### src/hw/ert_params.svh
// named constants for the expert tuning register bank
`ifndef ERT_PARAMS_SVH
`define ERT_PARAMS_SVH

// register addresses on the serial control interface
`define ERT_ADDR_PLL_VCO      7'h31
`define ERT_ADDR_STARTUP      7'h32
`define ERT_ADDR_DEMOD_RSSI   7'h33
`define ERT_ADDR_W            7

// power-on values of the three registers and the charge pump, read value of unmapped addresses
`define ERT_PLL_VCO_RESET     8'h04
`define ERT_STARTUP_RESET     8'h49
`define ERT_DEMOD_RSSI_RESET  8'h02
`define ERT_ICP_RESET_UA      9'h03C
`define ERT_UNMAPPED_READ     8'h00

// reserved bits of startup_delay_control: read-only, fixed pattern
`define ERT_STARTUP_RFU_MASK  8'h18
`define ERT_STARTUP_RFU_VALUE 8'h08

// field positions
`define ERT_SWING_BIT         7
`define ERT_LONG_PD_BIT       6
`define ERT_FAST_CF_BIT       5
`define ERT_ICP_MSB           4
`define ERT_ICP_LSB           0
`define ERT_XO_MSB            7
`define ERT_XO_LSB            6
`define ERT_ASK_MID_BIT       5
`define ERT_FRAC_DIS_BIT      2
`define ERT_LOCK_MSB          1
`define ERT_LOCK_LSB          0
`define ERT_DUAL_LIM_BIT      7
`define ERT_WIDE_FM_BIT       6
`define ERT_WIDE_WIN_BIT      5
`define ERT_SHORT_TO_BIT      4
`define ERT_RSSI_TIMING_BIT   3
`define ERT_FAST_RSSI_BIT     2
`define ERT_CAP_MSB           1
`define ERT_CAP_LSB           0

// timing: clock rate and delay units as printed
`define ERT_CLK_MHZ           100
`define ERT_XO_UNIT_US        256
`define ERT_LOCK_UNIT_US      16
`define ERT_TIMER_W           17

// analog setting figures presented to the analog side
`define ERT_PD_RESET_NOM_PS   12'h834
`define ERT_PD_RESET_LONG_PS  12'hC1C
`define ERT_ICP_STEP_UA       9'h00F
`define ERT_BB_RESET_ZERO     6'h00
`define ERT_BB_RESET_MID      6'h20
`define ERT_FM_LOW_NARROW_KHZ 10'h0C8
`define ERT_FM_LOW_WIDE_KHZ   10'h000
`define ERT_FM_HIGH_NARROW_KHZ 10'h190
`define ERT_FM_HIGH_WIDE_KHZ  10'h258
`define ERT_WIN_NARROW        3'h2
`define ERT_WIN_WIDE          3'h4
`define ERT_TO_LONG_HALF      3'h7
`define ERT_TO_SHORT_HALF     3'h5
`define ERT_RSSI_B5_SLOW      2'h3
`define ERT_RSSI_B4_SLOW      2'h1
`define ERT_RSSI_B_EVEN       2'h2
`define ERT_SETTLE_TC_SLOW    3'h4
`define ERT_SETTLE_TC_FAST    3'h2
`define ERT_SETTLE_PCT_SLOW   4'h2
`define ERT_SETTLE_PCT_FAST   4'hE
`define ERT_CAP_PF_0          4'h0
`define ERT_CAP_PF_1          4'h2
`define ERT_CAP_PF_2          4'h5
`define ERT_CAP_PF_3          4'hC

`endif

### src/hw/ert_pkg.sv
// types shared by the expert tuning register bank
`include "ert_params.svh"

package ert_pkg;

  // serial frame states, one-hot
  typedef enum logic [3:0] {
    ERT_SPI_IDLE = 4'h1,
    ERT_SPI_CMD  = 4'h2,
    ERT_SPI_DATA = 4'h4,
    ERT_SPI_HOLD = 4'h8
  } ert_spi_state_t;

  // serial slave state
  typedef struct packed {
    logic [1:0]                 sclkSync;
    logic [1:0]                 enSync;
    logic [1:0]                 sdiSync;
    logic                       sclkPrev;
    ert_spi_state_t             state;
    logic [2:0]                 bitCnt;
    logic [7:0]                 shift;
    logic                       isRead;
    logic                       loadPending;
    logic [`ERT_ADDR_W-1:0]     addr;
    logic                       wrStrobe;
    logic [7:0]                 wrData;
    logic                       sdoOut;
    logic                       sdoOe;
  } ert_spi_regs_t;

  // delay timer state
  typedef struct packed {
    logic                       trgPrev;
    logic                       armed;
    logic                       done;
    logic [`ERT_TIMER_W-1:0]    count;
  } ert_timer_regs_t;

endpackage : ert_pkg

### src/hw/ert_delay_timer.sv
// one-shot delay: expires a loaded number of cycles after trigger rises
`include "ert_params.svh"
module ert_delay_timer (
  // clock and control
  input  wire logic                     clk,
  input  wire logic                     resetn,
  input  wire logic                     clkEn,
  // trigger level and delay length in cycles
  input  wire logic                     trigger,
  input  wire logic [`ERT_TIMER_W-1:0]  loadCount,
  // delay elapsed, held while trigger stays high
  output logic                          expired
);
  import ert_pkg::*;

  ert_timer_regs_t q;  // registered state
  ert_timer_regs_t d;  // next state

  // next state: arm on rising trigger, count down, hold done
  always_comb begin
    d = q;
    d.trgPrev = trigger;
    if (!trigger) begin
      // trigger dropped: abandon any delay
      d.armed = 1'b0;
      d.done  = 1'b0;
    end else if (!q.trgPrev) begin
      // fresh trigger: load the delay length
      d.count = loadCount;
      d.armed = 1'b1;
      d.done  = 1'b0;
    end else if (q.armed) begin
      if (q.count <= `ERT_TIMER_W'(1)) begin
        d.armed = 1'b0;
        d.done  = 1'b1;
      end else begin
        d.count = q.count - `ERT_TIMER_W'(1);
      end
    end
  end

  // state register, frozen while clkEn is low
  always_ff @(posedge clk or negedge resetn) begin
    if (!resetn) begin
      q <= '0;
    end else if (clkEn) begin
      q <= d;
    end
  end

  assign expired = q.done;

endmodule : ert_delay_timer

### src/hw/ert_spi_slave.sv
// three-wire serial slave: command byte then one data byte
`include "ert_params.svh"
module ert_spi_slave (
  // clock and control
  input  wire logic                     clk,
  input  wire logic                     resetn,
  input  wire logic                     clkEn,
  // serial pins, shared data line split in three
  input  wire logic                     spiEnable,
  input  wire logic                     spiClk,
  input  wire logic                     sdioIn,
  output logic                          sdioOut,
  output logic                          sdioOe,
  // register side
  output logic [`ERT_ADDR_W-1:0]        regAddr,
  output logic                          regWrite,
  output logic [7:0]                    regWrData,
  input  wire logic [7:0]               regRdData
);
  import ert_pkg::*;

  ert_spi_regs_t q;  // registered state
  ert_spi_regs_t d;  // next state
  logic          sclkRise;  // synced clock rising
  logic          sclkFall;  // synced clock falling

  // edges seen only on second sync stage against its delayed copy
  assign sclkRise = q.sclkSync[1] & ~q.sclkPrev;
  assign sclkFall = ~q.sclkSync[1] & q.sclkPrev;

  // frame sequencing
  always_comb begin
    d = q;
    d.sclkSync = {q.sclkSync[0], spiClk};
    d.enSync   = {q.enSync[0], spiEnable};
    d.sdiSync  = {q.sdiSync[0], sdioIn};
    d.sclkPrev = q.sclkSync[1];
    d.wrStrobe = 1'b0;
    d.loadPending = 1'b0;
    if (q.loadPending) begin
      // fetch read data once the address has settled
      d.shift = regRdData;
    end
    if (!q.enSync[1]) begin
      // interface disabled: release the data line
      d.state = ERT_SPI_IDLE;
      d.sdoOe = 1'b0;
    end else begin
      case (q.state)
        ERT_SPI_IDLE: begin
          d.state  = ERT_SPI_CMD;
          d.bitCnt = 3'h0;
        end
        ERT_SPI_CMD: begin
          if (sclkRise) begin
            d.shift  = {q.shift[6:0], q.sdiSync[1]};
            d.bitCnt = q.bitCnt + 3'h1;
            if (q.bitCnt == 3'h7) begin
              d.isRead      = q.shift[6];
              d.addr        = {q.shift[5:0], q.sdiSync[1]};
              d.loadPending = q.shift[6];
              d.state       = ERT_SPI_DATA;
            end
          end
        end
        ERT_SPI_DATA: begin
          if (q.isRead && sclkFall) begin
            // drive the next read bit, msb first
            d.sdoOut = q.shift[7];
            d.sdoOe  = 1'b1;
            d.shift  = {q.shift[6:0], 1'b0};
          end
          if (sclkRise) begin
            d.bitCnt = q.bitCnt + 3'h1;
            if (!q.isRead) begin
              d.shift = {q.shift[6:0], q.sdiSync[1]};
            end
            if (q.bitCnt == 3'h7) begin
              d.wrStrobe = ~q.isRead;
              d.wrData   = {q.shift[6:0], q.sdiSync[1]};
              d.state    = ERT_SPI_HOLD;
            end
          end
        end
        ERT_SPI_HOLD: begin
          // frame complete: wait for disable
          if (sclkFall) begin
            d.sdoOe = 1'b0;
          end
        end
        default: begin
          d.state = ERT_SPI_IDLE;
        end
      endcase
    end
  end

  // state register, frozen while clkEn is low
  always_ff @(posedge clk or negedge resetn) begin
    if (!resetn) begin
      q       <= '0;
      q.state <= ERT_SPI_IDLE;
    end else if (clkEn) begin
      q <= d;
    end
  end

  assign sdioOut   = q.sdoOut;
  assign sdioOe    = q.sdoOe;
  assign regAddr   = q.addr;
  assign regWrite  = q.wrStrobe;
  assign regWrData = q.wrData;

endmodule : ert_spi_slave

### src/hw/ert_expert_regs.sv
// expert tuning registers: serial access, field decode, start-up delays
`include "ert_params.svh"
module ert_expert_regs #(
  parameter int XO_UNIT_CYCLES   = `ERT_XO_UNIT_US * `ERT_CLK_MHZ,
  parameter int LOCK_UNIT_CYCLES = `ERT_LOCK_UNIT_US * `ERT_CLK_MHZ
) (
  // clock, reset, enable
  input  wire logic        mclk,
  input  wire logic        resetn,
  input  wire logic        clkEn,
  // serial control interface pins
  input  wire logic        spiEnable,
  input  wire logic        spiClk,
  input  wire logic        sdioIn,
  output logic             sdioOut,
  output logic             sdioOe,
  // receiver context from on-chip logic
  input  wire logic        lowBandActive,
  input  wire logic        askReceive,
  // analog status pins, asynchronous
  input  wire logic        crystalReady,
  input  wire logic        pllPhysLock,
  // start-up sequencing
  output logic             crystalStartDone,
  output logic             pllLockDone,
  // PLL settings
  output logic             vcoSwingReduce,
  output logic [11:0]      pdResetWidthPs,
  output logic [8:0]       chargePumpMicroamp,
  output logic             fractionDisable,
  // channel filter and baseband settings
  output logic             fastChanFilterSettle,
  output logic             bbResetEnable,
  output logic [5:0]       bbResetLevel,
  // demodulator settings
  output logic             dualLimiterDemod,
  output logic [9:0]       fmRangeLowKhz,
  output logic [9:0]       fmRangeHighKhz,
  output logic [2:0]       edgeWindowSamples,
  output logic [2:0]       chipTimeoutHalfChips,
  // RSSI converter and filter settings
  output logic [1:0]       rssiBit5Clocks,
  output logic [1:0]       rssiBit4Clocks,
  output logic [2:0]       rssiSettleTimeConst,
  output logic [3:0]       rssiSettlePercent,
  output logic [1:0]       rssiCapTrim,
  output logic [3:0]       rssiCapPicofarad
);
  import ert_pkg::*;

  // whole block state
  typedef struct packed {
    logic [7:0]  pllVco;        // pll_vco_tuning
    logic [7:0]  startup;       // startup_delay_control
    logic [7:0]  demodRssi;     // demod_rssi_tuning
    logic [1:0]  xoSync;        // crystal ready synchroniser
    logic [1:0]  lockSync;      // pll lock synchroniser
    logic        lowBandPrev;   // lower band edge detect
    logic [11:0] pdWidth;       // decoded outputs below
    logic [8:0]  icpUa;
    logic        bbEnable;
    logic [5:0]  bbLevel;
    logic [9:0]  fmLow;
    logic [9:0]  fmHigh;
    logic [2:0]  window;
    logic [2:0]  timeout;
    logic [1:0]  b5Clocks;
    logic [1:0]  b4Clocks;
    logic [2:0]  settleTc;
    logic [3:0]  settlePct;
    logic [3:0]  capPf;
  } ert_bank_t;

  ert_bank_t                q;            // registered state
  ert_bank_t                d;            // next state
  logic [1:0]               rstSync;      // reset release chain
  logic                     rstSyncN;     // synchronised reset
  logic [`ERT_ADDR_W-1:0]   regAddr;      // serial address
  logic                     regWrite;     // serial write pulse
  logic [7:0]               regWrData;    // serial write data
  logic [7:0]               regRdData;    // read mux result
  logic [`ERT_TIMER_W-1:0]  xoLoad;       // crystal delay in cycles
  logic [`ERT_TIMER_W-1:0]  lockLoad;     // lock delay in cycles
  logic [1:0]               xoCode;       // crystal delay code
  logic [1:0]               lockCode;     // lock delay code

  // reset asserts at once, releases through two flops
  always_ff @(posedge mclk or negedge resetn) begin
    if (!resetn) begin
      rstSync <= 2'h0;
    end else begin
      rstSync <= {rstSync[0], 1'b1};
    end
  end
  assign rstSyncN = rstSync[1];

  // serial framing of register accesses
  ert_spi_slave uSpi (
    .clk       (mclk),
    .resetn    (rstSyncN),
    .clkEn     (clkEn),
    .spiEnable (spiEnable),
    .spiClk    (spiClk),
    .sdioIn    (sdioIn),
    .sdioOut   (sdioOut),
    .sdioOe    (sdioOe),
    .regAddr   (regAddr),
    .regWrite  (regWrite),
    .regWrData (regWrData),
    .regRdData (regRdData)
  );

  // read mux, unmapped addresses read zero
  always_comb begin
    case (regAddr)
      `ERT_ADDR_PLL_VCO:    regRdData = q.pllVco;
      `ERT_ADDR_STARTUP:    regRdData = q.startup;
      `ERT_ADDR_DEMOD_RSSI: regRdData = q.demodRssi;
      default:              regRdData = `ERT_UNMAPPED_READ;
    endcase
  end

  // delay lengths: code plus one times the unit
  assign xoCode   = q.startup[`ERT_XO_MSB:`ERT_XO_LSB];
  assign lockCode = q.startup[`ERT_LOCK_MSB:`ERT_LOCK_LSB];
  assign xoLoad   = `ERT_TIMER_W'(({1'b0, xoCode} + 3'h1) * XO_UNIT_CYCLES);
  assign lockLoad = `ERT_TIMER_W'(({1'b0, lockCode} + 3'h1) * LOCK_UNIT_CYCLES);

  // crystal start-up delay after crystal ready
  ert_delay_timer uXoTimer (
    .clk       (mclk),
    .resetn    (rstSyncN),
    .clkEn     (clkEn),
    .trigger   (q.xoSync[1]),
    .loadCount (xoLoad),
    .expired   (crystalStartDone)
  );

  // extra delay after physical PLL lock
  ert_delay_timer uLockTimer (
    .clk       (mclk),
    .resetn    (rstSyncN),
    .clkEn     (clkEn),
    .trigger   (q.lockSync[1]),
    .loadCount (lockLoad),
    .expired   (pllLockDone)
  );

  // register writes, automatic swing bit, decode of settings
  always_comb begin
    d = q;
    d.xoSync      = {q.xoSync[0], crystalReady};
    d.lockSync    = {q.lockSync[0], pllPhysLock};
    d.lowBandPrev = lowBandActive;

    // host writes
    if (regWrite) begin
      case (regAddr)
        `ERT_ADDR_PLL_VCO: begin
          d.pllVco = regWrData;
        end
        `ERT_ADDR_STARTUP: begin
          // reserved bits keep their fixed pattern
          d.startup = (regWrData & ~`ERT_STARTUP_RFU_MASK)
                    | `ERT_STARTUP_RFU_VALUE;
        end
        `ERT_ADDR_DEMOD_RSSI: begin
          d.demodRssi = regWrData;
        end
        default: begin
          // unmapped write ignored
        end
      endcase
    end

    // entering the lower band sets swing reduce, winning over a write
    if (lowBandActive && !q.lowBandPrev) begin
      d.pllVco[`ERT_SWING_BIT] = 1'b1;
    end

    // phase detector reset width
    d.pdWidth = q.pllVco[`ERT_LONG_PD_BIT] ? `ERT_PD_RESET_LONG_PS
                                           : `ERT_PD_RESET_NOM_PS;
    // charge pump current in microamps
    d.icpUa = 9'(q.pllVco[`ERT_ICP_MSB:`ERT_ICP_LSB]) * `ERT_ICP_STEP_UA;

    // baseband reset only in ASK reception
    d.bbEnable = askReceive;
    d.bbLevel  = q.startup[`ERT_ASK_MID_BIT] ? `ERT_BB_RESET_MID
                                             : `ERT_BB_RESET_ZERO;

    // FM demodulator input range
    d.fmLow  = q.demodRssi[`ERT_WIDE_FM_BIT] ? `ERT_FM_LOW_WIDE_KHZ
                                             : `ERT_FM_LOW_NARROW_KHZ;
    d.fmHigh = q.demodRssi[`ERT_WIDE_FM_BIT] ? `ERT_FM_HIGH_WIDE_KHZ
                                             : `ERT_FM_HIGH_NARROW_KHZ;

    // edge amplitude window
    d.window = q.demodRssi[`ERT_WIDE_WIN_BIT] ? `ERT_WIN_WIDE
                                              : `ERT_WIN_NARROW;
    // chip timeout in half chip periods
    d.timeout = q.demodRssi[`ERT_SHORT_TO_BIT] ? `ERT_TO_SHORT_HALF
                                               : `ERT_TO_LONG_HALF;

    // RSSI converter top-bit timing
    if (q.demodRssi[`ERT_RSSI_TIMING_BIT]) begin
      d.b5Clocks = `ERT_RSSI_B_EVEN;
      d.b4Clocks = `ERT_RSSI_B_EVEN;
    end else begin
      d.b5Clocks = `ERT_RSSI_B5_SLOW;
      d.b4Clocks = `ERT_RSSI_B4_SLOW;
    end

    // RSSI filter settling
    if (q.demodRssi[`ERT_FAST_RSSI_BIT]) begin
      d.settleTc  = `ERT_SETTLE_TC_FAST;
      d.settlePct = `ERT_SETTLE_PCT_FAST;
    end else begin
      d.settleTc  = `ERT_SETTLE_TC_SLOW;
      d.settlePct = `ERT_SETTLE_PCT_SLOW;
    end

    // RSSI capacitor selected by trim code
    case (q.demodRssi[`ERT_CAP_MSB:`ERT_CAP_LSB])
      2'h0:    d.capPf = `ERT_CAP_PF_0;
      2'h1:    d.capPf = `ERT_CAP_PF_1;
      2'h2:    d.capPf = `ERT_CAP_PF_2;
      2'h3:    d.capPf = `ERT_CAP_PF_3;
      default: d.capPf = `ERT_CAP_PF_0;
    endcase
  end

  // state register; power-on values, frozen while clkEn is low
  always_ff @(posedge mclk or negedge rstSyncN) begin
    if (!rstSyncN) begin
      q           <= '0;
      q.pllVco    <= `ERT_PLL_VCO_RESET;
      q.startup   <= `ERT_STARTUP_RESET;
      q.demodRssi <= `ERT_DEMOD_RSSI_RESET;
      q.pdWidth   <= `ERT_PD_RESET_NOM_PS;
      q.icpUa     <= `ERT_ICP_RESET_UA;
      q.fmLow     <= `ERT_FM_LOW_NARROW_KHZ;
      q.fmHigh    <= `ERT_FM_HIGH_NARROW_KHZ;
      q.window    <= `ERT_WIN_NARROW;
      q.timeout   <= `ERT_TO_LONG_HALF;
      q.b5Clocks  <= `ERT_RSSI_B5_SLOW;
      q.b4Clocks  <= `ERT_RSSI_B4_SLOW;
      q.settleTc  <= `ERT_SETTLE_TC_SLOW;
      q.settlePct <= `ERT_SETTLE_PCT_SLOW;
      q.capPf     <= `ERT_CAP_PF_2;
    end else if (clkEn) begin
      q <= d;
    end
  end

  // single-bit settings and the capacitor trim code straight from register bits
  assign vcoSwingReduce       = q.pllVco[`ERT_SWING_BIT];
  assign fastChanFilterSettle = q.pllVco[`ERT_FAST_CF_BIT];
  assign fractionDisable      = q.startup[`ERT_FRAC_DIS_BIT];
  assign dualLimiterDemod     = q.demodRssi[`ERT_DUAL_LIM_BIT];
  assign rssiCapTrim          = q.demodRssi[`ERT_CAP_MSB:`ERT_CAP_LSB];

  // decoded settings from their flops
  assign pdResetWidthPs       = q.pdWidth;
  assign chargePumpMicroamp   = q.icpUa;
  assign bbResetEnable        = q.bbEnable;
  assign bbResetLevel         = q.bbLevel;
  assign fmRangeLowKhz        = q.fmLow;
  assign fmRangeHighKhz       = q.fmHigh;
  assign edgeWindowSamples    = q.window;
  assign chipTimeoutHalfChips = q.timeout;
  assign rssiBit5Clocks       = q.b5Clocks;
  assign rssiBit4Clocks       = q.b4Clocks;
  assign rssiSettleTimeConst  = q.settleTc;
  assign rssiSettlePercent    = q.settlePct;
  assign rssiCapPicofarad     = q.capPf;

endmodule : ert_expert_regs

### config.mk
export PLATFORM = sky130hd
export DESIGN_NAME = ert_expert_regs
export DESIGN_NICKNAME = d
export VERILOG_FILES = /design/src/hw/ert_pkg.sv /design/src/hw/ert_delay_timer.sv /design/src/hw/ert_spi_slave.sv /design/src/hw/ert_expert_regs.sv
export VERILOG_INCLUDE_DIRS = /design/src /design/src/hw
export SDC_FILE = /design/constraint.sdc
export NUM_CORES = 1
export LEC_CHECK = 0
export ABC_AREA = 1
export BUFFER_PORTS_ARGS = -buffer_cell sky130_fd_sc_hd__buf_2
export CORE_MARGIN = 3
export CORE_UTILIZATION = 54
export CTS_CLUSTER_SIZE = 14
export DETAILED_ROUTE_END_ITERATION = 10
export GPL_TIMING_DRIVEN = 0
export HOLD_SLACK_MARGIN = 0.08
export PLACE_DENSITY = 0.77
export SYNTH_ARGS = -nofsm -noshare
export SYNTH_HDL_FRONTEND = slang
export SYNTH_SLANG_ARGS = --single-unit
### constraint.sdc
create_clock -name mclk -period 4.6 [get_ports mclk]
set_clock_uncertainty 0.2 [all_clocks]
set_input_delay 0 -clock mclk [delete_from_list [all_inputs] [get_ports mclk]]
set_output_delay 0 -clock mclk [all_outputs]
set_load 0.01 [all_outputs]
**Word level (Yosys, flattened, before mapping)**

Cells that the tools add are included.

- Flip-flop bits (word level): 180
- Input bits: 10
- Output and inout port bits: 79
- Logic and storage cells: 154

- Add/subtract/negate cells: 5
- $mul: 3
- Magnitude comparators: 2
- Equality and inequality tests: 29
- Mux-type cells: 46
- Bitwise operators: 5
- Reductions and logical operators: 21

Operator list:

| cell | number |
|---|---|
| 19-bit 2-to-1 mux | 4 |
| 8-bit 2-to-1 mux | 7 |
| 24-bit 2-to-1 mux | 2 |
| 9-bit 2-to-1 mux | 4 |
| 17-bit by 1-bit <= comparator with 1-bit output, second input constant | 2 |
| 17-bit 2-to-1 mux | 2 |
| 17-bit by 1-bit subtractor with 17-bit output, second input constant | 2 |
| 3-bit != test, second input constant | 11 |
| 4-bit case mux with 4 select lines | 2 |
| 27-bit 2-to-1 mux | 1 |
| 8-bit case mux with 3 select lines | 1 |
| 7-bit by 6-bit equality test with 1-bit output, second input constant | 3 |
| 10-bit 2-to-1 mux | 2 |
| 3-bit AND reduction | 6 |
| 8-bit case mux with 2 select lines | 1 |
| 4-bit AND reduction | 4 |
| 15-bit 2-to-1 mux | 1 |
| 5-bit AND reduction | 3 |
| 2-bit 2-to-1 mux | 6 |
| 4-bit 2-to-1 mux | 3 |
| 11-bit 2-to-1 mux | 1 |
| 2-bit != test, second input constant | 5 |
| 5-bit by 4-bit multiplier with 9-bit output, second input constant | 1 |
| 3-bit case mux with 3 select lines | 1 |
| 25 further kinds | 36 |

**Depth between registers and ports, before layout**

Gate-level depths: netlist of the first run.

- Depth in word-level cells: 8
- Mapped depth: 12
- Mapped depth without buffers: 12

**Modules after synthesis**

A second synthesis of the first run with hierarchy kept.

- Cells, all modules: 1152
- Area, all modules: 8819.7 um2

Modules (own cells, without submodules):

| module | instances | cells each | area each (um2) | sequential area each (um2) |
|---|---|---|---|---|
| ert_expert_regs | 1 | 406 | 3569.7 | 1396.3 |
| ert_delay_timer | 2 | 238 | 1506.4 | 500.5 |
| ert_spi_slave | 1 | 270 | 2237.1 | 1052.3 |

**Worst setup path after synthesis of the first run**

No wires, ideal clock.

- Path kind: reg2reg
- Start: register q[92] in the netlist's numbering
- End: register q (netlist bit chargePumpMicroamp[7])
- Library setup time: 135 ps
- Arrival: 2673 ps
- Data required time: 4265 ps
- Setup slack: 1592 ps
- Stages on the path, launching flop included: 13
- Path buffers: 0
- Clock period less this slack: 3008 ps
- Cell sequence: dfstp_2 inv_1 fa_1 fa_1 inv_1 ha_1 a21oi_1 nand2_1 nand2_1 nand2_1 a21oi_1 xor2_1 o21ai_0

- Cells in the longest elaborated chain, start to end: 1

RTL lines:

| what | line | text |
|---|---|---|
| start: declaration | ert_expert_regs.sv:74 | `ert_bank_t q;` |
| 5-bit by 4-bit multiplier with 9-bit output (no line) | - |  |

Every way passes these cells.
A chain may end at the register's enable or synchronous reset.

**Worst setup path after layout of the first run**

Ends and elaborated chain as after synthesis.

==> results of run 1 <==
stage by stage:
step	util [%]	worst slack (ns)	instances	instance area, sq um	hold slack [ns]
after global placement	59.59	-1.197	1307	8693	-0.4148
after global routing	64.57	1.076	1350	9420	0.1303
after floorplan	-	0.3301	1068	8188	-0.4956
after detailed placement	59.80	1.351	1308	8725	-0.4066
final	64.57	1.280	1350	9420	0.09956
after CTS	64.57	1.266	1350	9420	0.1056
power by group through the flow:
stage	Combinational, mW	Sequential [mW]	Clock, mW
after floorplan	0.566	1.43	0
after global placement	0.687	1.45	0
after detailed placement	0.722	1.44	0
after CTS	0.734	1.43	1.40
after global routing	0.847	1.45	1.45
final	0.741	1.43	1.39
per-layer routing:
metal	part of all wire, %	global-route usage, %	vias up
li1	-	-	3477
met1	43	32.00	3381
met4	3.1	9.488	0
met5	0	0	-
met2	49	40.12	215
met3	5.2	5.417	54
how the worst min path moves through the flow:
stage / start / endpoint / slack (ns)
6_report: askReceive / bbResetEnable / 0.1
5_1_grt: askReceive / bbResetEnable / 0.13
4_1_cts: askReceive / bbResetEnable / 0.11
3_5_place_dp: resetn / rstSync[0] / -0.41
3_3_place_gp: resetn / rstSync[1] / -0.41
2_1_floorplan: resetn / rstSync[0] / -0.50
cell type report:
cell class	instances	area [sq um]	area share (%)
inverters	110	412.9	4.383
repair buffers	66	402.9	4.277
clock buffers	19	452.9	4.808
well taps	184	230.2	2.444
flip-flops and latches	137	3453	36.66
clock inverters	13	142.6	1.514
multi-input cells	721	3654	38.78
plain buffers	100	671.9	7.132
repair_timing:
item / CTS / global route
endpoints found under the hold margin: 38 / 0
hold buffers: 10 / 0
endpoints found under the setup margin: 0 / 0
cell usage in the layout (no fill, tap or decap), drive strengths merged, types with 7 or more instances in the layout:
cell type	n
o211ai	8
dlygate4sd3	10
dfrtp	120
fa	7
clkbuf	34
nor2	84
o21ai	104
a21oi	29
nor3	10
nand2	287
buf	141
dfstp	17
nand3	72
clkinv	9
nand4	22
conb	34
ha	25
a31oi	8
inv	110
state kept, by name (all words and copies together) (netlist names), 7 cells and up:
signal              cells
uSpi.q                 20
q                      17
uXoTimer.q             19
chargePumpMicroamp      9
uSpi.regWrData          8
uLockTimer.q           19
uSpi.regAddr            7
worst reg2reg max path, stage by stage (launching register included):
cell and delay (ns):
dfstp_2 0.62, inv_1 0.12, fa_1 0.51, fa_1 0.52
inv_1 0.04, ha_1 0.34, a21oi_1 0.14, nand2_1 0.09
nand2_1 0.09, nand2_1 0.06, a21oi_1 0.17, xor2_1 0.19
o21ai_0 0.09
cells by family (layout without fill, tap and decap cells):
family	after synthesis	count (layout)	synth area share, %
XOR/XNOR	8	8	0.8685
adder cells (fa/ha/maj)	32	32	5.614
other	2	34	0.09309
flip-flops	137	137	42.76
buffers and inverters	210	308	13.45
AND/OR/NAND/NOR	486	486	25.82
AO/OA/AOI/OAI	161	161	11.40
==> metrics.txt, run 1 <==
outcome finished clean; post-synthesis cell area a little over 8000 sq um; Seq cells post-synth 137; Initial Utilization 55.30%; initial antenna violation count 0; clock sinks 137; CP top delay family adder cells; number of synthesized flops with an enable pin 0; core area about 15000 sq um; first-pass GRT wire length ~33 mm; total track usage 24.57%; clk slew on worst S/H paths 0.06 ns; die width 128.2 um; highest-delay cell along the critical path dfstp_2; DRC 0; Worst Setup EP chargePumpMicroamp[7]; Final Hold Violating Endpoints 0; switch share 32.45%; H-tree Lvls 4; Critical Path Max Stage Delay roughly 0.62 ns; antenna diode count 0; WL/cell ~14 um; Critical Path Stages 12; endpoint arrival time on the critical path about 3.4 ns; Sequential Power Share between 40% and 50%; RePlAce Congestion roughly 0.91; drt first-iter violations between 600 and 700; Unique masters post-synth 42; post-detail-place hpwl 13.84 mm; Inserted Clock Buffers 17; Worst Tran Pin Value 0.8827 ns; Synthesis Warnings 0; DRT antenna net count 0; Area Overhead vs Synth 16.76%; Routed WL 19.47 mm; Root Buffer clkbuf_16; Static Leak 4.825 nW; CP bufs+invs 2; top-count cell post-synth nand2_1; top cells by count, synth 280 x nand2_1, 120 x dfrtp_1, 105 x inv_1; fmax 301.2 MHz; Reg2Reg Setup Slack approximately 1.3 ns; setup tns final 0 ns; CP required 4.69 ns; post-layout minimum cycle time between 3 and 4 ns; total net switching power 1.154 mW; Post-Synthesis Cells slightly above 1000; top cell type by total area after synthesis dfrtp_1; Filler cells 1231; area share of the largest cell type after synthesis 37.22%; Pwr Density 377.4 nW/um^2; crit start category register; crit path from q[92]; NumNets Final 1195; cell mode on critical path nand2_1; post-CTS resize count 0; synth top area cells dfrtp_1 37%, nand2_1 13%, buf_4 6.6%; full die area 16440 sq um; row count 44; Max clock buf depth 2; total grt overflow 0; Slew HR between 40 and 50%; Post-CTS Setup Repair Bufs 0; Min-Delay Path Class in -> reg; DR vias 7127; clk_lat worst skew 0.43 ns; Pre-antenna DRT Iters 5; Power, Total about 3.6 mW; VDD IR max 0.2857 mV; RSZ-0062 raised after global routing false; Final period util 72.17%; synthesized area per cell between 7 and 8 sq um; # IOs 89; crit path kind reg -> reg; share of layout cells above drive strength 1 19.04%; Die Y 128.2 um; RR Endpoint chargePumpMicroamp[7]; PortBufs 55; Hold Path Stages 4; Worst R2R Start q[92]; Seq/Total Area, Yosys 42.76%; Post-synth ARST share 100.0%; Critical Path, Cell by Cell inv_1 -> fa_1 -> fa_1 -> inv_1 -> ha_1 -> a21oi_1 -> nand2_1 -> nand2_1 -> nand2_1 -> a21oi_1 -> xor2_1 -> o21ai_0; Max Transition Viols Final 0; critical path peak fanout 6; ys flop type dfrtp_1; final setup fails 0; number of vias per cell 5.279; CTS tree done; vias in the first global route 6790; largest net degree at the start of global routing 71; Max-Cap Viols 0; combinational power share 20.8%; Reg2Reg Depth 12; Internal 2.402 mW; Setup crit end kind register; clock power share between 30% and 40%
Note: power is estimated with default switching activity, not from simulation.
==> run 2: changes to the inputs <==
- clock period: 4.6 -> 2.8 ns (I/O delays scaled with it)
==> run 2 against run 1 <==
The run now ends with negative setup slack left. Core utilization rose by 1.2 points. Combinational power rose by 66%. Routed wire length barely moved. Global-route usage fell by 0.10 points. Non-clock buffer count rose by 11. Critical path type unchanged. Critical endpoint unchanged.
==> metrics.txt, run 2 (same netlist as run 1, synthesis figures left out) <==
outcome complete, but fails checks; failing checks negative setup slack; DRT antenna net count 0 (unchanged); crit start category register; core area 14590 sq um (unchanged); full die area 16440 sq um (unchanged); final setup fails 2 (+2); Max-Cap Viols 0 (unchanged); Max clock buf depth 2 (unchanged); first-pass GRT wire length 32.52 mm (-0.32%); max FFs per register 20 (unchanged); RR Endpoint chargePumpMicroamp[7]; Routed WL 19.46 mm (about the same); Worst Setup EP chargePumpMicroamp[7]; row count 44 (unchanged); Post-Route M1 WL 8.184 mm (-1.4%); cell mode on critical path nand2_1; CP required 2.88 ns (-1.81 ns); Placed Instances 1309 (+0.076%); antenna diode count 0 (unchanged); Static Leak 4.891 nW (+1.4%); NumNets Final 1206 (+0.92%); total track usage 24.47% (-0.10 points); fin worst setup slack -0.1473 ns (-1.428 ns); Pre-antenna DRT Iters 5 (unchanged); RSZ-0062 raised after global routing true; Slew HR 51.39% (+10 points); RePlAce Congestion 0.9188 (+0.69%); Root Buffer clkbuf_16; vias in the first global route 6831 (+0.60%); total grt overflow 0 (unchanged); Reg2Reg Setup Slack -0.15 ns (-1.43 ns); share of layout cells above drive strength 1 20.73% (+1.7 points); VDD IR max 0.5947 mV (+110%); Reg area 3456 sq um (about the same); highest-delay cell along the critical path dfstp_2; WL/cell 14.30 um (-0.88%); die width 128.2 um (unchanged); CP bufs+invs 2 (unchanged); Met2 Wirelength 9.700 mm (+1.4%); crit path kind reg -> reg; Filler cells 1224 (-0.57%); commonest non-fill, non-tap cells in the layout 277 x nand2_1, 117 x dfrtp_1, 102 x inv_1; number of vias per cell 5.251 (-0.54%); Worst R2R Start q[92]; endpoint arrival time on the critical path 3.03 ns (-0.38 ns); Min-Delay Path Class reg -> async; most common cell after layout, fill and taps aside nand2_1; Worst Tran Pin Value 0.7291 ns (-0.1536 ns); Critical Path Max Stage Delay 0.59 ns (-0.03 ns); dpl ws -0.3135 ns (-1.665 ns); clk_lat worst skew 0.42 ns (about the same); fmax 339.3 MHz (+13%); Final period util 105.3% (+33 points); largest net degree at the start of global routing 58 (-18%); Inserted Clock Buffers 17 (unchanged); crit path from q[92]; Setup crit end kind register; Pwr Density 620.4 nW/um^2 (+64%); Top reg by flops uSpi.q; routed length on met3 1.081 mm (+7.5%); Largest regs uSpi.q (20), uLockTimer.q (19), uXoTimer.q (19); critical path peak fanout 4 (-2); clock sinks 137 (unchanged); post-route non-filler standard cell count 1361 (+0.81%); Final Hold Violating Endpoints 0 (unchanged); Reg2Reg Depth 12 (unchanged); Initial Utilization 55.30% (unchanged); fin util 65.76% (+1.2 points); Critical Path Stages 12 (unchanged); CP top delay family adder cells; Die Y 128.2 um (unchanged); post-layout minimum cycle time 2.947 ns (-0.3723 ns); Max Transition Viols Final 0 (unchanged); post-detail-place hpwl 13.76 mm (-0.59%); Critical Path, Cell by Cell inv_2 -> fa_1 -> fa_1 -> inv_2 -> ha_4 -> a21oi_2 -> nand2_1 -> nand2_1 -> nand2_1 -> a21oi_2 -> xor2_1 -> o21ai_1; CTS tree done; H-tree Lvls 4 (unchanged); DRC 0 (unchanged); highest routed layer met4; initial antenna violation count 0 (unchanged); Area Overhead vs Synth 18.92%; clk slew on worst S/H paths 0.06 ns (about the same); setup tns final -0.2584 ns (-0.2584 ns); DR vias 7146 (+0.27%); PortBufs 55 (unchanged); # IOs 89 (unchanged); area occupied by multi-input gates 3696 sq um (+1.2%); drt first-iter violations 690 (+6.5%)
run 2: cell count changes in the layout (fill, tap and decap cells not counted), moves of 3 or more:
cell      previous run  this run
buf_4               71        81
inv_1              105       102
clkbuf_1            15        19
nand2_1            280       277
o21ai_1              0         4
a21oi_1             29        25
inv_2                2         5
nand2_2              3         6
o21ai_0             93        89
a21oi_2              0         4
run 2: worst reg2reg max path, stage by stage, from the launching register on:
cell,delay [ns]
dfstp_2,0.59
inv_2,0.06
fa_1,0.47
fa_1,0.51
inv_2,0.05
ha_4,0.23
a21oi_2,0.11
nand2_1,0.08
nand2_1,0.08
nand2_1,0.07
a21oi_2,0.14
xor2_1,0.16
o21ai_1,0.07
run 2: area by class of cell:
cell class                 count  share of cell area, %
timing repair buffer          77                  5.269
sequential                   137                  36.02
tap                          184                  2.400
multi-input combinational    721                  38.52
clock buffer                  22                  4.734
clock inverter                10                  1.748
buffer                       100                  7.003
inverter                     110                  4.304
run 2: worst min-delay path by stage:
| stage | startpoint | to | slack, ns | cells after the start |
|---|---|---|---|---|
| finish | rstSync[1] | uSpi.q[29] | 0.08 | 0 |
| global route | rstSync[1] | uSpi.q[29] | 0.14 | 0 |
| CTS | askReceive | bbResetEnable | 0.10 | 4 |
| detailed placement | resetn | rstSync[0] | -0.41 | 1 |
| global placement | resetn | rstSync[0] | -0.41 | 1 |
| floorplan | resetn | rstSync[0] | -0.50 | 0 |
run 2: per-stage QoR:
stage	hold slack (ns)	cell area (sq um)	power [mW]
global route	0.1362	9594	6.265
finish	0.08388	9594	5.952
CTS	0.1047	9547	5.960
detailed placement	-0.4095	8765	3.562
global placement	-0.4148	8707	3.515
floorplan	-0.4956	8202	3.271
run 2: repair_timing:
item | in CTS | in global routing
hold buffers | 10 | 0
resized for setup | 9 | 8
buffers inserted | 6 | 4
endpoints found under the setup margin | 4 | 4
pin swaps | 10 | 6
endpoints found under the hold margin | 38 | 0
run 2: power breakdown:
group          switching, mW  internal [mW]  total [mW]
clock network          0.860           1.52        2.38
logic                  0.808          0.425        1.23
registers              0.178           2.16        2.34
run 2: metal layers:
layer | global-route usage, % | vias up
met1 | 31.01 | 3377
met3 | 5.375 | 42
met5 | 0 | -
li1 | - | 3496
met2 | 41.16 | 231
met4 | 8.989 | 0
==> run 3: changes to the inputs <==
- BUFFER_PORTS_ARGS: -buffer_cell sky130_fd_sc_hd__buf_2 -> unset
- CORE_UTILIZATION: 54 -> 58
- DONT_BUFFER_PORTS: unset -> 1
- PLACE_DENSITY: 0.77 -> 0.76
==> run 3 against run 2 <==
The flow still finishes with violations (negative setup slack). Routed wire length decreased by 0.34%. Global-route usage increased by 2.6 points. Worst hold slack got worse by 0.011 ns. First-iteration DRC count increased by 15%. Die area decreased by 6.6%. Sequential cell count unchanged. Power decreased by 0.24%. Core utilization increased by 4.5 points. Final area decreased by 1.9%. Via count decreased by 2.3%. Sequential power about the same. Count of clock-buffer cells in the layout decreased by 4. Critical endpoint unchanged. Largest power group unchanged.
==> metrics.txt, run 3 (same netlist as run 1, synthesis figures left out) <==
post-detail-place hpwl 13.69 mm (-0.51%); # IOs 89 (unchanged); clk_lat worst skew 0.42 ns (about the same); Initial Utilization 60.21% (+4.9 points); Worst R2R Start q[92]; fin worst setup slack -0.2142 ns (-0.06691 ns); crit start category register; Root Buffer clkbuf_16; Setup crit end kind register; failing checks negative setup slack; DRT antenna net count 0 (unchanged); Final period util 107.7% (+2.4 points); first-pass GRT wire length 32.39 mm (-0.40%); Reg2Reg Depth 12 (unchanged); CP required 2.88 ns (about the same); post-layout minimum cycle time 3.014 ns (+0.06691 ns); fmax 331.8 MHz (-2.2%); Die Y 123.9 um (-3.3%); Routed WL 19.39 mm (-0.34%); Final Cell Area 9415 sq um (-1.9%); drt first-iter violations 796 (+15%); Static Leak 4.686 nW (-4.2%); Area Overhead vs Synth 16.70%; Min-Delay Path Class reg -> async; core area 13400 sq um (-8.1%); Post-Route M1 WL 8.282 mm (+1.2%); Pre-antenna DRT Iters 6 (+1); Largest regs uSpi.q (20), uLockTimer.q (19), uXoTimer.q (19); Reg2Reg Setup Slack -0.21 ns (-0.07 ns); Slew HR 54.72% (+3.3 points); number of vias per cell 5.318 (+1.3%); endpoint arrival time on the critical path 3.09 ns (+0.06 ns); CTS tree done; Inserted Clock Buffers 17 (unchanged); DRC 0 (unchanged); vias in the first global route 6646 (-2.7%); antenna diode count 0 (unchanged); RSZ-0062 raised after global routing true; highest routed layer met4; Max-Cap Viols 0 (unchanged); DR vias 6983 (-2.3%); dpl ws -0.3153 ns (-0.001811 ns); PortBufs 0 (-100%); Met2 Wirelength 9.619 mm (-0.84%); Placed Area 8472 sq um (-3.3%); Pwr Density 630.6 nW/um^2 (+1.7%); commonest non-fill, non-tap cells in the layout 280 x nand2_1, 118 x dfrtp_1, 102 x inv_1; share of layout cells above drive strength 1 17.15% (-3.6 points); clk slew on worst S/H paths 0.06 ns (about the same); clock sinks 137 (unchanged); H-tree Lvls 4 (unchanged); row count 42 (-4.5%); Top reg by flops uSpi.q; setup tns final -0.4825 ns (-0.2241 ns); outcome complete, but fails checks; routed length on met3 1.091 mm (+0.93%); Max Transition Viols Final 0 (unchanged); total track usage 27.11% (+2.6 points); die width 123.9 um (-3.3%); RR Endpoint chargePumpMicroamp[7]; Worst Tran Pin Value 0.6793 ns (-0.04983 ns); WL/cell 14.77 um (+3.3%); Max clock buf depth 2 (unchanged); Filler cells 1063 (-13%); Final Hold Violating Endpoints 0 (unchanged); final setup fails 3 (+1); initial antenna violation count 0 (unchanged); critical path peak fanout 5 (+1); Power, Total 5.937 mW (-0.24%); NumNets Final 1166 (-3.3%); VDD IR max 0.5259 mV (-12%); most common cell after layout, fill and taps aside nand2_1; largest net degree at the start of global routing 63 (+8.6%); crit path kind reg -> reg; full die area 15360 sq um (-6.6%); RePlAce Congestion 0.9294 (+1.2%); total grt overflow 0 (unchanged); max FFs per register 20 (unchanged)
[run 3: worst max-delay path by stage]
stage	to	slack (ns)	start	cells after the start
2_1_floorplan	chargePumpMicroamp[7]	-0.07	q[92]	12
3_3_place_gp	uXoTimer.q[5]	-0.47	rstSync[1]	0
3_5_place_dp	chargePumpMicroamp[7]	-0.32	q[93]	12
4_1_cts	chargePumpMicroamp[7]	-0.19	q[92]	12
5_1_grt	chargePumpMicroamp[8]	-0.32	q[92]	12
6_report	chargePumpMicroamp[7]	-0.21	q[92]	12
[run 3: stage by stage]
step / std cells / utilization (%) / hold WS, ns
after floorplan: 1068 / - / -0.4956
after global placement: 1244 / 62.85 / -0.4955
after detailed placement: 1246 / 63.22 / -0.4955
after CTS: 1307 / 69.93 / 0.09574
after global routing: 1313 / 70.26 / 0.1185
final: 1313 / 70.26 / 0.07270
[run 3: worst max-delay path, cell delays in order, from the launching register on]
cell	delay, ns
dfstp_2	0.59
inv_2	0.06
fa_1	0.47
fa_1	0.53
inv_2	0.05
ha_4	0.23
a21oi_2	0.11
nand2_1	0.08
nand2_1	0.08
nand2_1	0.08
a21oi_2	0.16
xor2_1	0.16
o21ai_1	0.08
[run 3: power by group]
| part | total, mW | switching (mW) | internal, mW |
|---|---|---|---|
| clock network | 2.38 | 0.934 | 1.45 |
| logic | 1.22 | 0.795 | 0.421 |
| registers | 2.34 | 0.181 | 2.16 |
[run 3: metal layers]
layer,track usage [%],vias to the layer above
met1,35.53,3328
met3,6.312,31
li1,-,3412
met4,9.103,0
met2,44.64,212
met5,0,-
[run 3: repair_timing]
action,in CTS,in global routing
setup endpoints to repair,4,4
pin swaps,11,2
hold buffers,17,0
resized for setup,10,1
setup buffers,12,6
endpoints found under the hold margin,51,0
[run 3: layout make-up]
cell class,count,area [sq um],area share (%)
Multi-Input combinational cell,721,3680,39.08
Timing Repair Buffer,37,352.8,3.748
Inverter,110,412.9,4.385
Clock buffer,18,439.2,4.664
Tap cell,176,220.2,2.339
Clock inverter,14,183.9,1.953
Sequential cell,137,3455,36.69
Buffer,100,671.9,7.136
